===== src/hw/nvm_irq_map.svh =====
`ifndef NVM_IRQ_MAP_SVH
`define NVM_IRQ_MAP_SVH

// Channel counts per device category
`define NVM_CHAN_CAT12 45
`define NVM_CHAN_CAT3 54
`define NVM_CHAN_CAT456 57
`define NVM_CORE_LINES 16
`define NVM_PRIO_BITS 4
// Exception numbers (vector index = address / 4)
`define NVM_EXC_RESET 6'h01
`define NVM_EXC_NMI 6'h02
`define NVM_EXC_HARD 6'h03
`define NVM_EXC_MEM 6'h04
`define NVM_EXC_BUS 6'h05
`define NVM_EXC_USAGE 6'h06
`define NVM_EXC_SVC 6'h0b
`define NVM_EXC_DBG 6'h0c
`define NVM_EXC_PSV 6'h0e
`define NVM_EXC_TICK 6'h0f
// Vector base of peripheral channels
`define NVM_CHAN_BASE 32'h0000_0040
// Peripheral channel positions
`define NVM_POS_PVD 1
`define NVM_POS_TAMPER 2
`define NVM_POS_RTCWK 3
`define NVM_POS_DMA_FIRST 11
`define NVM_POS_DMA_LAST 17
`define NVM_POS_USB_HIGH_PRIORITY_REQUEST 19
`define NVM_POS_USB_LOW_PRIORITY_REQUEST 20
`define NVM_POS_COMP 22
// Default priority offset of channel position
`define NVM_CHAN_PRIO_OFS 7
// System tick calibration: 1 ms at 4 MHz tick clock
`define NVM_TICK_PERIOD_US 1000
`define NVM_TICK_CLK_MHZ 4
`define NVM_TICK_CALIB (`NVM_TICK_PERIOD_US * `NVM_TICK_CLK_MHZ)
// Priority sentinels: fixed sources take negative values and rank above settable zero
`define NVM_PRIO_NONE 8'h7f
`define NVM_PRIO_RESET 8'hfd
`define NVM_PRIO_NMI 8'hfe
`define NVM_PRIO_HARD 8'hff

`endif


===== src/hw/nvm_irq_pkg.sv =====
package nvm_irq_pkg;
    // Device category selects channel count
    typedef enum logic [2:0] {
        NVM_CAT1 = 3'b000,
        NVM_CAT2 = 3'b001,
        NVM_CAT3 = 3'b010,
        NVM_CAT4 = 3'b011,
        NVM_CAT5 = 3'b100,
        NVM_CAT6 = 3'b101
    } nvm_cat_e;
    // Signed priority: fixed ones negative
    typedef logic signed [7:0] nvm_prio_t;
    typedef logic [5:0] nvm_excnum_t;
endpackage


===== src/hw/nvm_prio_cmp.sv =====
`timescale 1ns/1ps
`include "nvm_irq_map.svh"
// Two-way comparison stage: keeps the stronger candidate, lower index wins ties
module nvm_prio_cmp
    import nvm_irq_pkg::*;
#(
    parameter int IDXW = 7
) (
    // Candidate a
    input wire logic i_va,
    input wire nvm_prio_t i_pa,
    input wire logic [IDXW-1:0] i_ia,
    // Candidate b
    input wire logic i_vb,
    input wire nvm_prio_t i_pb,
    input wire logic [IDXW-1:0] i_ib,
    // Winner
    output logic o_v,
    output nvm_prio_t o_p,
    output logic [IDXW-1:0] o_i
);
    logic take_b;
    // Lower signed value is higher urgency; on equal values the lower index wins
    // The tree is not balanced, so index order cannot be left to wiring
    assign take_b = i_vb && (!i_va || (i_pb < i_pa) || ((i_pb == i_pa) && (i_ib < i_ia)));
    assign o_v = i_va || i_vb;
    assign o_p = take_b ? i_pb : i_pa;
    assign o_i = take_b ? i_ib : i_ia;
endmodule


===== src/hw/nvm_irq_ctrl.sv =====
`timescale 1ns/1ps
`include "nvm_irq_map.svh"
module nvm_irq_ctrl
    import nvm_irq_pkg::*;
#(
    parameter nvm_cat_e CATEGORY = NVM_CAT2,
    parameter int NCHAN = `NVM_CHAN_CAT456
) (
    // Clock and reset
    input wire logic i_clk,
    input wire logic i_rstn,
    // Core system exceptions
    input wire logic i_nmi_req,
    input wire logic i_clock_security_failure,
    input wire logic i_hard_fault_req,
    input wire logic i_memory_manage_fault_req,
    input wire logic i_bus_fault_req,
    input wire logic i_usage_fault_req,
    input wire logic i_supervisor_call_req,
    input wire logic i_debug_monitor_req,
    input wire logic i_pendable_service_req,
    input wire logic i_system_tick_timer,
    // Peripheral channel requests (level)
    input wire logic [NCHAN-1:0] i_chan_req,
    input wire logic i_supply_voltage_detector,
    input wire logic i_tamper_timestamp_request,
    input wire logic i_rtc_wakeup_request,
    input wire logic [6:0] i_dma_chan_req,
    input wire logic i_usb_high_priority_request,
    input wire logic i_usb_low_priority_request,
    input wire logic [1:0] i_comp_external_event_line,
    input wire logic i_touch_sense_request,
    // Channel enables and settable priorities
    input wire logic [NCHAN-1:0] i_chan_enable,
    input wire logic i_prio_override,
    input wire logic [NCHAN*`NVM_PRIO_BITS-1:0] i_chan_prio,
    input wire logic [7*`NVM_PRIO_BITS-1:0] i_sys_prio,
    // Core handshake
    input wire logic i_core_prio_valid,
    input wire nvm_prio_t i_core_prio,
    input wire logic i_entry_ack,
    input wire logic i_exit,
    // Presented exception to the core
    output logic o_exc_req,
    output nvm_excnum_t o_exc_num,
    output logic [8:0] o_exc_num_full,
    output logic [31:0] o_vector_addr,
    output nvm_prio_t o_exc_prio,
    output logic o_late_arrival,
    // Constant readback
    output logic [23:0] o_tick_calib,
    output logic [7:0] o_chan_count
);
    localparam int NSRC = 16 + NCHAN;
    localparam int IDXW = $clog2(NSRC);
    localparam int LVLS = NSRC;

    // Effective channel count by category
    logic [7:0] chan_count;
    always_comb begin
        case (CATEGORY)
            NVM_CAT1, NVM_CAT2: chan_count = 8'(`NVM_CHAN_CAT12);
            NVM_CAT3: chan_count = 8'(`NVM_CHAN_CAT3);
            NVM_CAT4, NVM_CAT5, NVM_CAT6: chan_count = 8'(`NVM_CHAN_CAT456);
            default: chan_count = 8'(`NVM_CHAN_CAT12);
        endcase
    end

    // Named peripheral sources merged into their channel slots; touch sense only when CATEGORY is NVM_CAT2
    logic [NCHAN-1:0] chan_raw;
    logic touch_present;
    assign touch_present = (CATEGORY == NVM_CAT2);
    always_comb begin
        chan_raw = i_chan_req;
        chan_raw[`NVM_POS_PVD] = i_chan_req[`NVM_POS_PVD] | i_supply_voltage_detector;
        chan_raw[`NVM_POS_TAMPER] = i_chan_req[`NVM_POS_TAMPER]
            | i_tamper_timestamp_request;
        chan_raw[`NVM_POS_RTCWK] = i_chan_req[`NVM_POS_RTCWK] | i_rtc_wakeup_request;
        for (int d = 0; d < 7; d++) begin
            chan_raw[`NVM_POS_DMA_FIRST + d] = i_chan_req[`NVM_POS_DMA_FIRST + d]
                | i_dma_chan_req[d];
        end
        chan_raw[`NVM_POS_USB_HIGH_PRIORITY_REQUEST] = i_chan_req[`NVM_POS_USB_HIGH_PRIORITY_REQUEST]
            | i_usb_high_priority_request;
        chan_raw[`NVM_POS_USB_LOW_PRIORITY_REQUEST] = i_chan_req[`NVM_POS_USB_LOW_PRIORITY_REQUEST]
            | i_usb_low_priority_request;
        chan_raw[`NVM_POS_COMP] = i_chan_req[`NVM_POS_COMP] | (|i_comp_external_event_line)
            | (touch_present & i_touch_sense_request);
    end

    // Source request, priority and index per exception number
    logic [NSRC-1:0] src_req;
    nvm_prio_t src_prio [NSRC];
    nvm_prio_t sys_prio [7];

    // Settable system exception ranks: defaults 0..6 or override fields
    always_comb begin
        for (int s = 0; s < 7; s++) begin
            sys_prio[s] = i_prio_override
                ? nvm_prio_t'({4'h0, i_sys_prio[s*`NVM_PRIO_BITS +: `NVM_PRIO_BITS]})
                : nvm_prio_t'(s);
        end
    end

    // Fixed and settable sources placed at their exception numbers
    always_comb begin
        src_req = '0;
        for (int k = 0; k < NSRC; k++) begin
            src_prio[k] = nvm_prio_t'(`NVM_PRIO_NONE);
        end
        // Reset vector is never requested here; slot 0 and gaps stay empty
        src_prio[`NVM_EXC_RESET] = nvm_prio_t'(`NVM_PRIO_RESET);
        src_req[`NVM_EXC_NMI] = i_nmi_req | i_clock_security_failure;
        src_prio[`NVM_EXC_NMI] = nvm_prio_t'(`NVM_PRIO_NMI);
        src_req[`NVM_EXC_HARD] = i_hard_fault_req;
        src_prio[`NVM_EXC_HARD] = nvm_prio_t'(`NVM_PRIO_HARD);
        src_req[`NVM_EXC_MEM] = i_memory_manage_fault_req;
        src_prio[`NVM_EXC_MEM] = sys_prio[0];
        src_req[`NVM_EXC_BUS] = i_bus_fault_req;
        src_prio[`NVM_EXC_BUS] = sys_prio[1];
        src_req[`NVM_EXC_USAGE] = i_usage_fault_req;
        src_prio[`NVM_EXC_USAGE] = sys_prio[2];
        src_req[`NVM_EXC_SVC] = i_supervisor_call_req;
        src_prio[`NVM_EXC_SVC] = sys_prio[3];
        src_req[`NVM_EXC_DBG] = i_debug_monitor_req;
        src_prio[`NVM_EXC_DBG] = sys_prio[4];
        src_req[`NVM_EXC_PSV] = i_pendable_service_req;
        src_prio[`NVM_EXC_PSV] = sys_prio[5];
        src_req[`NVM_EXC_TICK] = i_system_tick_timer;
        src_prio[`NVM_EXC_TICK] = sys_prio[6];
        for (int c = 0; c < NCHAN; c++) begin
            // Channels beyond the category count are absent
            src_req[16 + c] = chan_raw[c] & i_chan_enable[c]
                & (8'(c) < chan_count);
            src_prio[16 + c] = i_prio_override
                ? nvm_prio_t'({4'h0, i_chan_prio[c*`NVM_PRIO_BITS +: `NVM_PRIO_BITS]})
                : nvm_prio_t'(c + `NVM_CHAN_PRIO_OFS);
        end
    end

    // Pending latches: set by request, cleared on entry; set wins
    logic [NSRC-1:0] pend_r;
    logic [NSRC-1:0] active_r;
    logic [NSRC-1:0] clr_vec;
    logic entry_take;
    // Core takes the presented exception this cycle
    assign entry_take = i_entry_ack && o_exc_req;
    always_comb begin
        clr_vec = '0;
        if (entry_take) begin
            clr_vec[o_exc_num_full[IDXW-1:0]] = 1'b1;
        end
    end
    always_ff @(posedge i_clk or negedge i_rstn) begin
        if (!i_rstn) begin
            pend_r <= '0;
        end else begin
            pend_r <= (pend_r & ~clr_vec) | src_req;
        end
    end

    // Active source tracking for nesting
    always_ff @(posedge i_clk or negedge i_rstn) begin
        if (!i_rstn) begin
            active_r <= '0;
        end else begin
            if (i_exit) begin
                // Entry in the same cycle as exit keeps its mark: set wins
                active_r <= clr_vec;
            end else begin
                active_r <= active_r | clr_vec;
            end
        end
    end

    // Priority tree of comparator stages
    logic tv [2*LVLS];
    nvm_prio_t tp [2*LVLS];
    logic [IDXW-1:0] ti [2*LVLS];
    genvar g;
    generate
        for (g = 0; g < LVLS; g++) begin : g_leaf
            assign tv[LVLS + g] = pend_r[g] & ~active_r[g];
            assign tp[LVLS + g] = src_prio[g];
            assign ti[LVLS + g] = IDXW'(g);
        end
        for (g = 1; g < LVLS; g++) begin : g_node
            nvm_prio_cmp #(.IDXW(IDXW)) u_cmp (
                .i_va(tv[2*g]),
                .i_pa(tp[2*g]),
                .i_ia(ti[2*g]),
                .i_vb(tv[2*g+1]),
                .i_pb(tp[2*g+1]),
                .i_ib(ti[2*g+1]),
                .o_v(tv[g]),
                .o_p(tp[g]),
                .o_i(ti[g])
            );
        end
    endgenerate

    // Winner must beat the running core priority to preempt
    logic win_ok;
    assign win_ok = tv[1] && (!i_core_prio_valid || (tp[1] < i_core_prio));

    // Registered request; replaced if stronger one arrives before entry
    logic exc_req_r;
    logic [IDXW-1:0] exc_idx_r;
    nvm_prio_t exc_prio_r;
    logic late_r;
    logic late_hit;
    // Stronger different source displaces one not yet entered
    assign late_hit = exc_req_r && (ti[1] != exc_idx_r) && (tp[1] < exc_prio_r);
    always_ff @(posedge i_clk or negedge i_rstn) begin
        if (!i_rstn) begin
            exc_req_r <= 1'b0;
            exc_idx_r <= '0;
            exc_prio_r <= '0;
            late_r <= 1'b0;
        end else begin
            late_r <= 1'b0;
            if (entry_take) begin
                exc_req_r <= 1'b0;
            end else if (win_ok) begin
                if (late_hit) begin
                    late_r <= 1'b1;
                end
                exc_req_r <= 1'b1;
                exc_idx_r <= ti[1];
                exc_prio_r <= tp[1];
            end else begin
                exc_req_r <= 1'b0;
            end
        end
    end

    // Vector address is four times the exception number
    logic [8:0] exc_num_w;
    assign exc_num_w = 9'(exc_idx_r);
    assign o_exc_req = exc_req_r;
    assign o_exc_num_full = exc_num_w;
    assign o_exc_num = exc_num_w[5:0];
    assign o_vector_addr = 32'({exc_num_w, 2'b00});
    assign o_exc_prio = exc_prio_r;
    assign o_late_arrival = late_r;

    // Fixed calibration value and channel count readback
    assign o_tick_calib = 24'(`NVM_TICK_CALIB);
    assign o_chan_count = chan_count;
endmodule


===== config.mk =====
export PLATFORM = sky130hd
export DESIGN_NAME = nvm_irq_ctrl
export DESIGN_NICKNAME = d
export VERILOG_FILES = /design/src/hw/nvm_irq_pkg.sv /design/src/hw/nvm_prio_cmp.sv /design/src/hw/nvm_irq_ctrl.sv
export VERILOG_INCLUDE_DIRS = /design/src /design/src/hw
export SDC_FILE = /design/constraint.sdc
export NUM_CORES = 1
export LEC_CHECK = 0
export BUFFER_PORTS_ARGS = -buffer_cell sky130_fd_sc_hd__buf_2
export CAP_MARGIN = 20
export CORE_UTILIZATION = 42
export DETAILED_ROUTE_END_ITERATION = 6
export HOLD_SLACK_MARGIN = 0.1
export PLACE_DENSITY = 0.65
export SLEW_MARGIN = 0
export SYNTH_ARGS = -nofsm -noshare
export SYNTH_HDL_FRONTEND = slang
export SYNTH_SLANG_ARGS = --single-unit

===== constraint.sdc =====
create_clock -name i_clk -period 22.3 [get_ports i_clk]
set_input_delay 1.115 -clock i_clk [delete_from_list [all_inputs] [get_ports i_clk]]
set_output_delay 1.115 -clock i_clk [all_outputs]
set_load 0.05 [all_outputs]

==> results.cfg, run 1 <==
[finish]
drive_gt1_frac = 0.161
multi_input_comb_area_mm2 = 0.0157
sequential_cell_area_mm2 = 0.00408
finish.instance_area_mm2 = 0.0243
areaGrowthSynthToFinish_pct = 13.5
finish.net_count = 3974
final.fill_count = 5187

[clock_network]
htree_num_levels = 4
clock-sinks = 163
clock_tree.root_cell = sky130_fd_sc_hd__clkbuf_16
post_cts_hold_buffer_count = 0
clock_tree_from_tritoncts = yes
cts_buffer_depth = 2
post_cts.resized_instances = 0
cts_buffers = 17
insertion_delay_ns = 0.45
clkTransAtPathRegs_ns = 0.07
post-cts-setup-buffer-count = 0

[setup_path]
endpoint_kind = register
timing.critical_path.arrival_ns = 18.34
critical-path-top-delay-family = compound AO/OA/AOI/OAI gates
worstSetupStartpointType = input pin
startpoint = i_prio_override
critPathKind = in -> reg
critical_path_required_ns = 22.63
timing.critical_path.buf_inv = 6
worst_path_largest_cell_delay_ns = 0.76
cp_common_cell = sky130_fd_sc_hd__ha_1
worst_path_max_delay_cell = sky130_fd_sc_hd__buf_4
worstPathMaxFanout = 85
regToRegStartpoint = active_r[69]

[synthesis]
synth_enable_flop_cells = 0
ys_seq_elements = 163
post_synth_main_area_contributors = sky130_fd_sc_hd__dfrtp_1 (19%), sky130_fd_sc_hd__ha_1 (18%), sky130_fd_sc_hd__nand2_1 (6.6%), sky130_fd_sc_hd__o21ai_0 (5.9%), sky130_fd_sc_hd__nor2_1 (5.0%)
yosysTopAreaCell = sky130_fd_sc_hd__dfrtp_1
synthesis.yosys.warnings = 0
synth_async_sr_flop_share = 1.00
ys.flop_type = sky130_fd_sc_hd__dfrtp_1
avgSynthCellArea_um2 = 7.31
ys_types = 97
post-synth-top-area-fraction = 0.190
synth.yosys.seq_area_share = 0.190
synth_instances = 2933
netlist_area_mm2 = 0.0214

[pwr]
power_leakage_nw = 11.9
vdd_ir_drop_max_uv = 66.3
cellPowerDensity_mw_per_mm2 = 104

[place]
postPlaceCellArea_mm2 = 0.0237
placement.io_buffers = 414
finalWeightedCongestion = 0.930
dpl.hpwl_mm = 57.6

[sta]
final_min_period_over_clock_period = 0.808
final_hold_viol_count = 0
unrepaired_setup_endpoints_after_global_routing = false
timing.setup.tns_ns = 0
relSlewSlack = 0.291
clock_skew_ns = 0.0124
worst_pin_slew_ns = 1.06
fmax_mhz = 55.5
post-route-min-period_ns = 18.01
final_max_tran_viols = 0
report.final.setup_viol = 0

[route]
route.vias.total = 21600
viasPerCell = 5.47
drc = 0
first_pass_iters = 7
wirelength_mm = 70.8
initialDrtViolationCount = 1537
drt.antenna.violating_nets = 0
detail_route.wl_per_cell_um = 17.9

[floorplan]
std_cell_core_area_mm2 = 0.0503
die-height_um = 228
boundaryPins = 498
core.rowCount = 82
starting_density_of_the_core = 0.426
die_area_mm2 = 0.0519
die_width_um = 228

[grt]
grt_usage = 0.267
number_of_global_route_vias_before_repair = 19800
grt_overflow = 0
wire_length_of_the_first_global_routing_pass_mm = 110
grt_start_max_net_pins = 94
initial_antenna_violation_count = 7

[min_path]
class_of_the_worst_hold_path = reg -> reg
min-delay-start = pend_r[9]

[run_status]
run_status = completed

[run]
maxCapViolCount = 0
[report_power, final]
group,switching (mW),internal (mW),total [mW]
Clock,0.141,0.169,0.310
Combinational,1.18,0.693,1.87
Sequential,0.0286,0.319,0.348
[Yosys cell counts (51+ instances only)]
master,count
sky130_fd_sc_hd__o21a_1,64
sky130_fd_sc_hd__o22ai_1,75
sky130_fd_sc_hd__o21ai_0,252
sky130_fd_sc_hd__a21oi_1,188
sky130_fd_sc_hd__nand2_1,374
sky130_fd_sc_hd__nand2b_1,114
sky130_fd_sc_hd__ha_1,305
sky130_fd_sc_hd__buf_4,77
sky130_fd_sc_hd__inv_1,242
sky130_fd_sc_hd__nor2_1,285
sky130_fd_sc_hd__mux2i_1,64
sky130_fd_sc_hd__dfrtp_1,163
sky130_fd_sc_hd__clkbuf_1,81
sky130_fd_sc_hd__nand3_1,51
sky130_fd_sc_hd__nor2b_1,73
sky130_fd_sc_hd__a21o_1,54
[logic make-up after synthesis]
family | Yosys count | synth area share
AOI/OAI and AO/OA | 877 | 0.262
xor gates and xnor gates | 1 | 0.000409
adders and majority gates | 306 | 0.179
buffers and inverters | 422 | 0.0886
DFF | 163 | 0.190
muxes | 91 | 0.0442
other | 2 | 0.000350
and+or+nand+nor | 1071 | 0.236
[stage by stage]
step           worst slack [ns]  power [mW]   util  hold slack [ns]  cells
2_1_floorplan              4.74        1.75      -            0.445   2990
3_3_place_gp               4.21        2.19  0.471            0.461   3910
3_5_place_dp               4.05        2.20  0.472            0.467   3911
4_1_cts                    4.49        2.53  0.484            0.483   3943
5_1_grt                    2.47        2.78  0.484            0.491   3947
6_report                   4.29        2.53  0.484            0.482   3949
[cell type report]
class                      count  share of cell area
tap                          672              0.0346
sequential                   163               0.168
multi-input combinational   2405               0.644
antenna                        4            0.000411
inverter                     243              0.0376
clock buffer                  19              0.0178
clock inverter                13             0.00679
timing repair buffer         430              0.0912
[sequential cells by signal, indices dropped and copies added, names as in the netlist]
name / count
active_r: 73
exc_idx_r: 7
o_exc_prio: 8
o_exc_req: 1
o_late_arrival: 1
pend_r: 73
[routing by layer]
layer	part of all wire	wire [µm]	up-vias	global-route usage
met5	0.00034	24	-	0
met4	0.015	1100	6	0.0585
met3	0.065	4620	62	0.0346
met2	0.45	31800	733	0.437
met1	0.47	33200	9911	0.373
li1	-	-	10900	-
[cell usage in the layout (no fill, tap or decap), drive strengths merged, types with 59 or more instances in the layout]
cell type / instances
nand2: 374
o21ai: 266
ha: 305
o22ai: 75
mux2i: 65
inv: 248
conb: 59
buf: 429
a21oi: 192
o21a: 64
nor2: 286
dfrtp: 163
nor2b: 74
nand2b: 115
[path summary, 6_finish.rpt]
path | to | slack [ns] | cells after the start
max in group asynchronous | active_r[52] | 20.03 | 2
worst min-delay path | pend_r[9] | 0.48 | 1
min in group asynchronous | pend_r[6] | 0.76 | 1
worst min register to register | pend_r[9] | 0.48 | 1
worst max-delay path | exc_idx_r[3] | 4.29 | 69
worst max register to register | exc_idx_r[3] | 6.43 | 63
(Power assumes the default switching activity.)
==> run 2, diff against run 1 <==
--- a/config.mk
+++ b/config.mk
@@ -11,7 +11,7 @@
 export CORE_UTILIZATION = 42
 export DETAILED_ROUTE_END_ITERATION = 6
 export HOLD_SLACK_MARGIN = 0.1
-export PLACE_DENSITY = 0.65
+export PLACE_DENSITY = 0.67
 export SLEW_MARGIN = 0
 export SYNTH_ARGS = -nofsm -noshare
 export SYNTH_HDL_FRONTEND = slang
==> constraint.sdc (replaced) <==
create_clock -name i_clk -period 15.45 [get_ports i_clk]
set_input_delay 0.7725 -clock i_clk [delete_from_list [all_inputs] [get_ports i_clk]]
set_output_delay 0.7725 -clock i_clk [all_outputs]
set_load 0.05 [all_outputs]
==> run 2 against run 1 <==
Critical path type unchanged. Routed wire length grew 4.9%. Final cell count rose by 1.2%. Clock skew decreased by 0.0050 ns. Clock power up 48%. Combinational power rose by 55%. Critical path depth down 1. Register-to-register slack worse by 4.7 ns. Die area is the same. Design area increased by 2.2%. Flip-flop and latch count unchanged.
==> results.cfg, run 2 (synthesis gave the netlist of run 1 again) <==
[floorplan]
core.rowCount = 82
die_width_um = 228
die_area_mm2 = 0.0519
die-height_um = 228
std_cell_core_area_mm2 = 0.0503
boundaryPins = 498
starting_density_of_the_core = 0.426

[route]
viasPerCell = 5.52
first_pass_iters = 6
met2_wirelength_mm = 31.1
post_route_met1_wirelength_mm = 34.2
initialDrtViolationCount = 1929
route.vias.total = 22100
detail_route.wl_per_cell_um = 18.6
met3RoutedLength_mm = 7.07
wirelength_mm = 74.2
drc = 0
drt.antenna.violating_nets = 0
top_layer = met5

[sta]
final_min_period_over_clock_period = 0.934
setup_slack_ns = 1.02
relSlewSlack = 0.323
fmax_mhz = 69.3
worst_pin_slew_ns = 1.01
report.final.setup_viol = 0
final_max_tran_viols = 0
post-route-min-period_ns = 14.43
final_hold_viol_count = 0
clock_skew_ns = 0.00733

[min_path]
class_of_the_worst_hold_path = in -> async

[setup_path]
endpoint = exc_idx_r[3]
endpoint_kind = register
worst_path_max_delay_cell = sky130_fd_sc_hd__o41a_1
r2r_end = exc_idx_r[3]
regToRegStartpoint = active_r[67]
worstPathMaxFanout = 32
critical_path_depth = 68
timing.critical_path.buf_inv = 8
worst-r2r-cell-count = 69
worst_path_largest_cell_delay_ns = 0.55
timing.critical_path.arrival_ns = 14.74
critPathKind = in -> reg
worstSetupStartpointType = input pin
startpoint = i_prio_override
critical_path_required_ns = 15.76
ff2ff_setup_slack_ns = 1.70
critical-path-top-delay-family = compound AO/OA/AOI/OAI gates
cp_common_cell = sky130_fd_sc_hd__ha_1

[clock_network]
clock_tree_from_tritoncts = yes
cts_buffer_depth = 2
htree_num_levels = 4
clock_tree.root_cell = sky130_fd_sc_hd__clkbuf_16
insertion_delay_ns = 0.43
cts_buffers = 17
post_cts_hold_buffer_count = 0
clock-sinks = 163
clkTransAtPathRegs_ns = 0.06

[finish]
drive_gt1_frac = 0.179
final_common_cell = sky130_fd_sc_hd__buf_2
finish.net_count = 4018
finish.instance_area_mm2 = 0.0249
areaGrowthSynthToFinish_pct = 16.1
mostFrequentLayoutCells = sky130_fd_sc_hd__buf_2 (412), sky130_fd_sc_hd__nand2_1 (374), sky130_fd_sc_hd__ha_1 (305), sky130_fd_sc_hd__nor2_1 (282), sky130_fd_sc_hd__o21ai_0 (246)

[grt]
grt_start_max_net_pins = 100
wire_length_of_the_first_global_routing_pass_mm = 114
initial_antenna_violation_count = 9
grt_usage = 0.278
number_of_global_route_vias_before_repair = 20100
grt_overflow = 0

[pwr]
vdd_ir_drop_max_uv = 166
power_leakage_nw = 12.2
cellPowerDensity_mw_per_mm2 = 155

[place]
detailedPlace.worstSlack_ns = 0.185
postPlaceCellArea_mm2 = 0.0240
placement.io_buffers = 414
finalWeightedCongestion = 0.986
dpl.hpwl_mm = 62.0

[run_status]
run_status = completed

[run]
maxCapViolCount = 0
==> run 2: cell count changes in the layout (fill, tap and decap cells not counted), moves of 4 or more <==
cell,previous run,this run
sky130_fd_sc_hd__inv_8,4,0
sky130_fd_sc_hd__diode_2,4,8
sky130_fd_sc_hd__o21ai_0,252,246
sky130_fd_sc_hd__o21ai_1,14,19
sky130_fd_sc_hd__buf_4,13,52
==> run 2: how the worst min path moves through the flow <==
stage / startpoint / to / slack (ns) / cells past startpoint
2_1_floorplan: pend_r[65] / pend_r[65] / 0.44 / 1
4_1_cts: i_rstn / o_exc_prio[7] / 0.47 / 1
3_3_place_gp: pend_r[9] / pend_r[9] / 0.46 / 1
3_5_place_dp: pend_r[65] / pend_r[65] / 0.47 / 1
5_1_grt: i_rstn / o_exc_prio[0] / 0.50 / 1
6_report: i_rstn / o_exc_prio[5] / 0.42 / 1
==> run 2: metal layers <==
| metal | global-route usage | vias up |
|---|---|---|
| met5 | 0 | - |
| met4 | 0.0797 | 2 |
| met3 | 0.0721 | 77 |
| met2 | 0.418 | 854 |
| met1 | 0.391 | 10200 |
| li1 | - | 11000 |
==> run 2: per-stage QoR <==
step	power (mW)	setup TNS (ns)	utilization	std cells	hold slack, ns
floorplan	2.55	0	-	2990	0.445
global placement	3.26	0	0.478	3942	0.461
detailed placement	3.29	0	0.478	3942	0.466
CTS	3.77	0	0.490	3973	0.469
global route	4.19	-0.131	0.495	3993	0.504
finish	3.86	0	0.495	3996	0.420
==> run 2: worst reg2reg max path, delay by kind of cell (launching register included) <==
kind                     cells  cell delay [ns]
AND/OR/NAND/NOR             19             3.00
multiplexers                 6             1.72
flip-flops                   1             0.38
adder cells (fa/ha/maj)      7             2.01
AO/OA/AOI/OAI               30             5.69
buffers and inverters        7             0.87
==> run 2: where the power goes <==
part	internal [mW]	switching, mW	total, mW
clock	0.287	0.174	0.460
sequential	0.461	0.0470	0.508
combinational	1.09	1.80	2.89
==> run 2: timing repair <==
item / 4_1_cts / 5_1_grt
gates resized for setup: 0 / 25
endpoints found under the setup margin: 0 / 17
setup buffers: 0 / 13
==> run 2: layout make-up <==
class,instances,area [µm²]
inverter,243,915
clock buffer,19,433
clock inverter,12,204
timing repair buffer,473,2560
sequential,163,4080
fill,5112,25400
tap,672,841
antenna,8,20.0
multi-input combinational,2406,15800
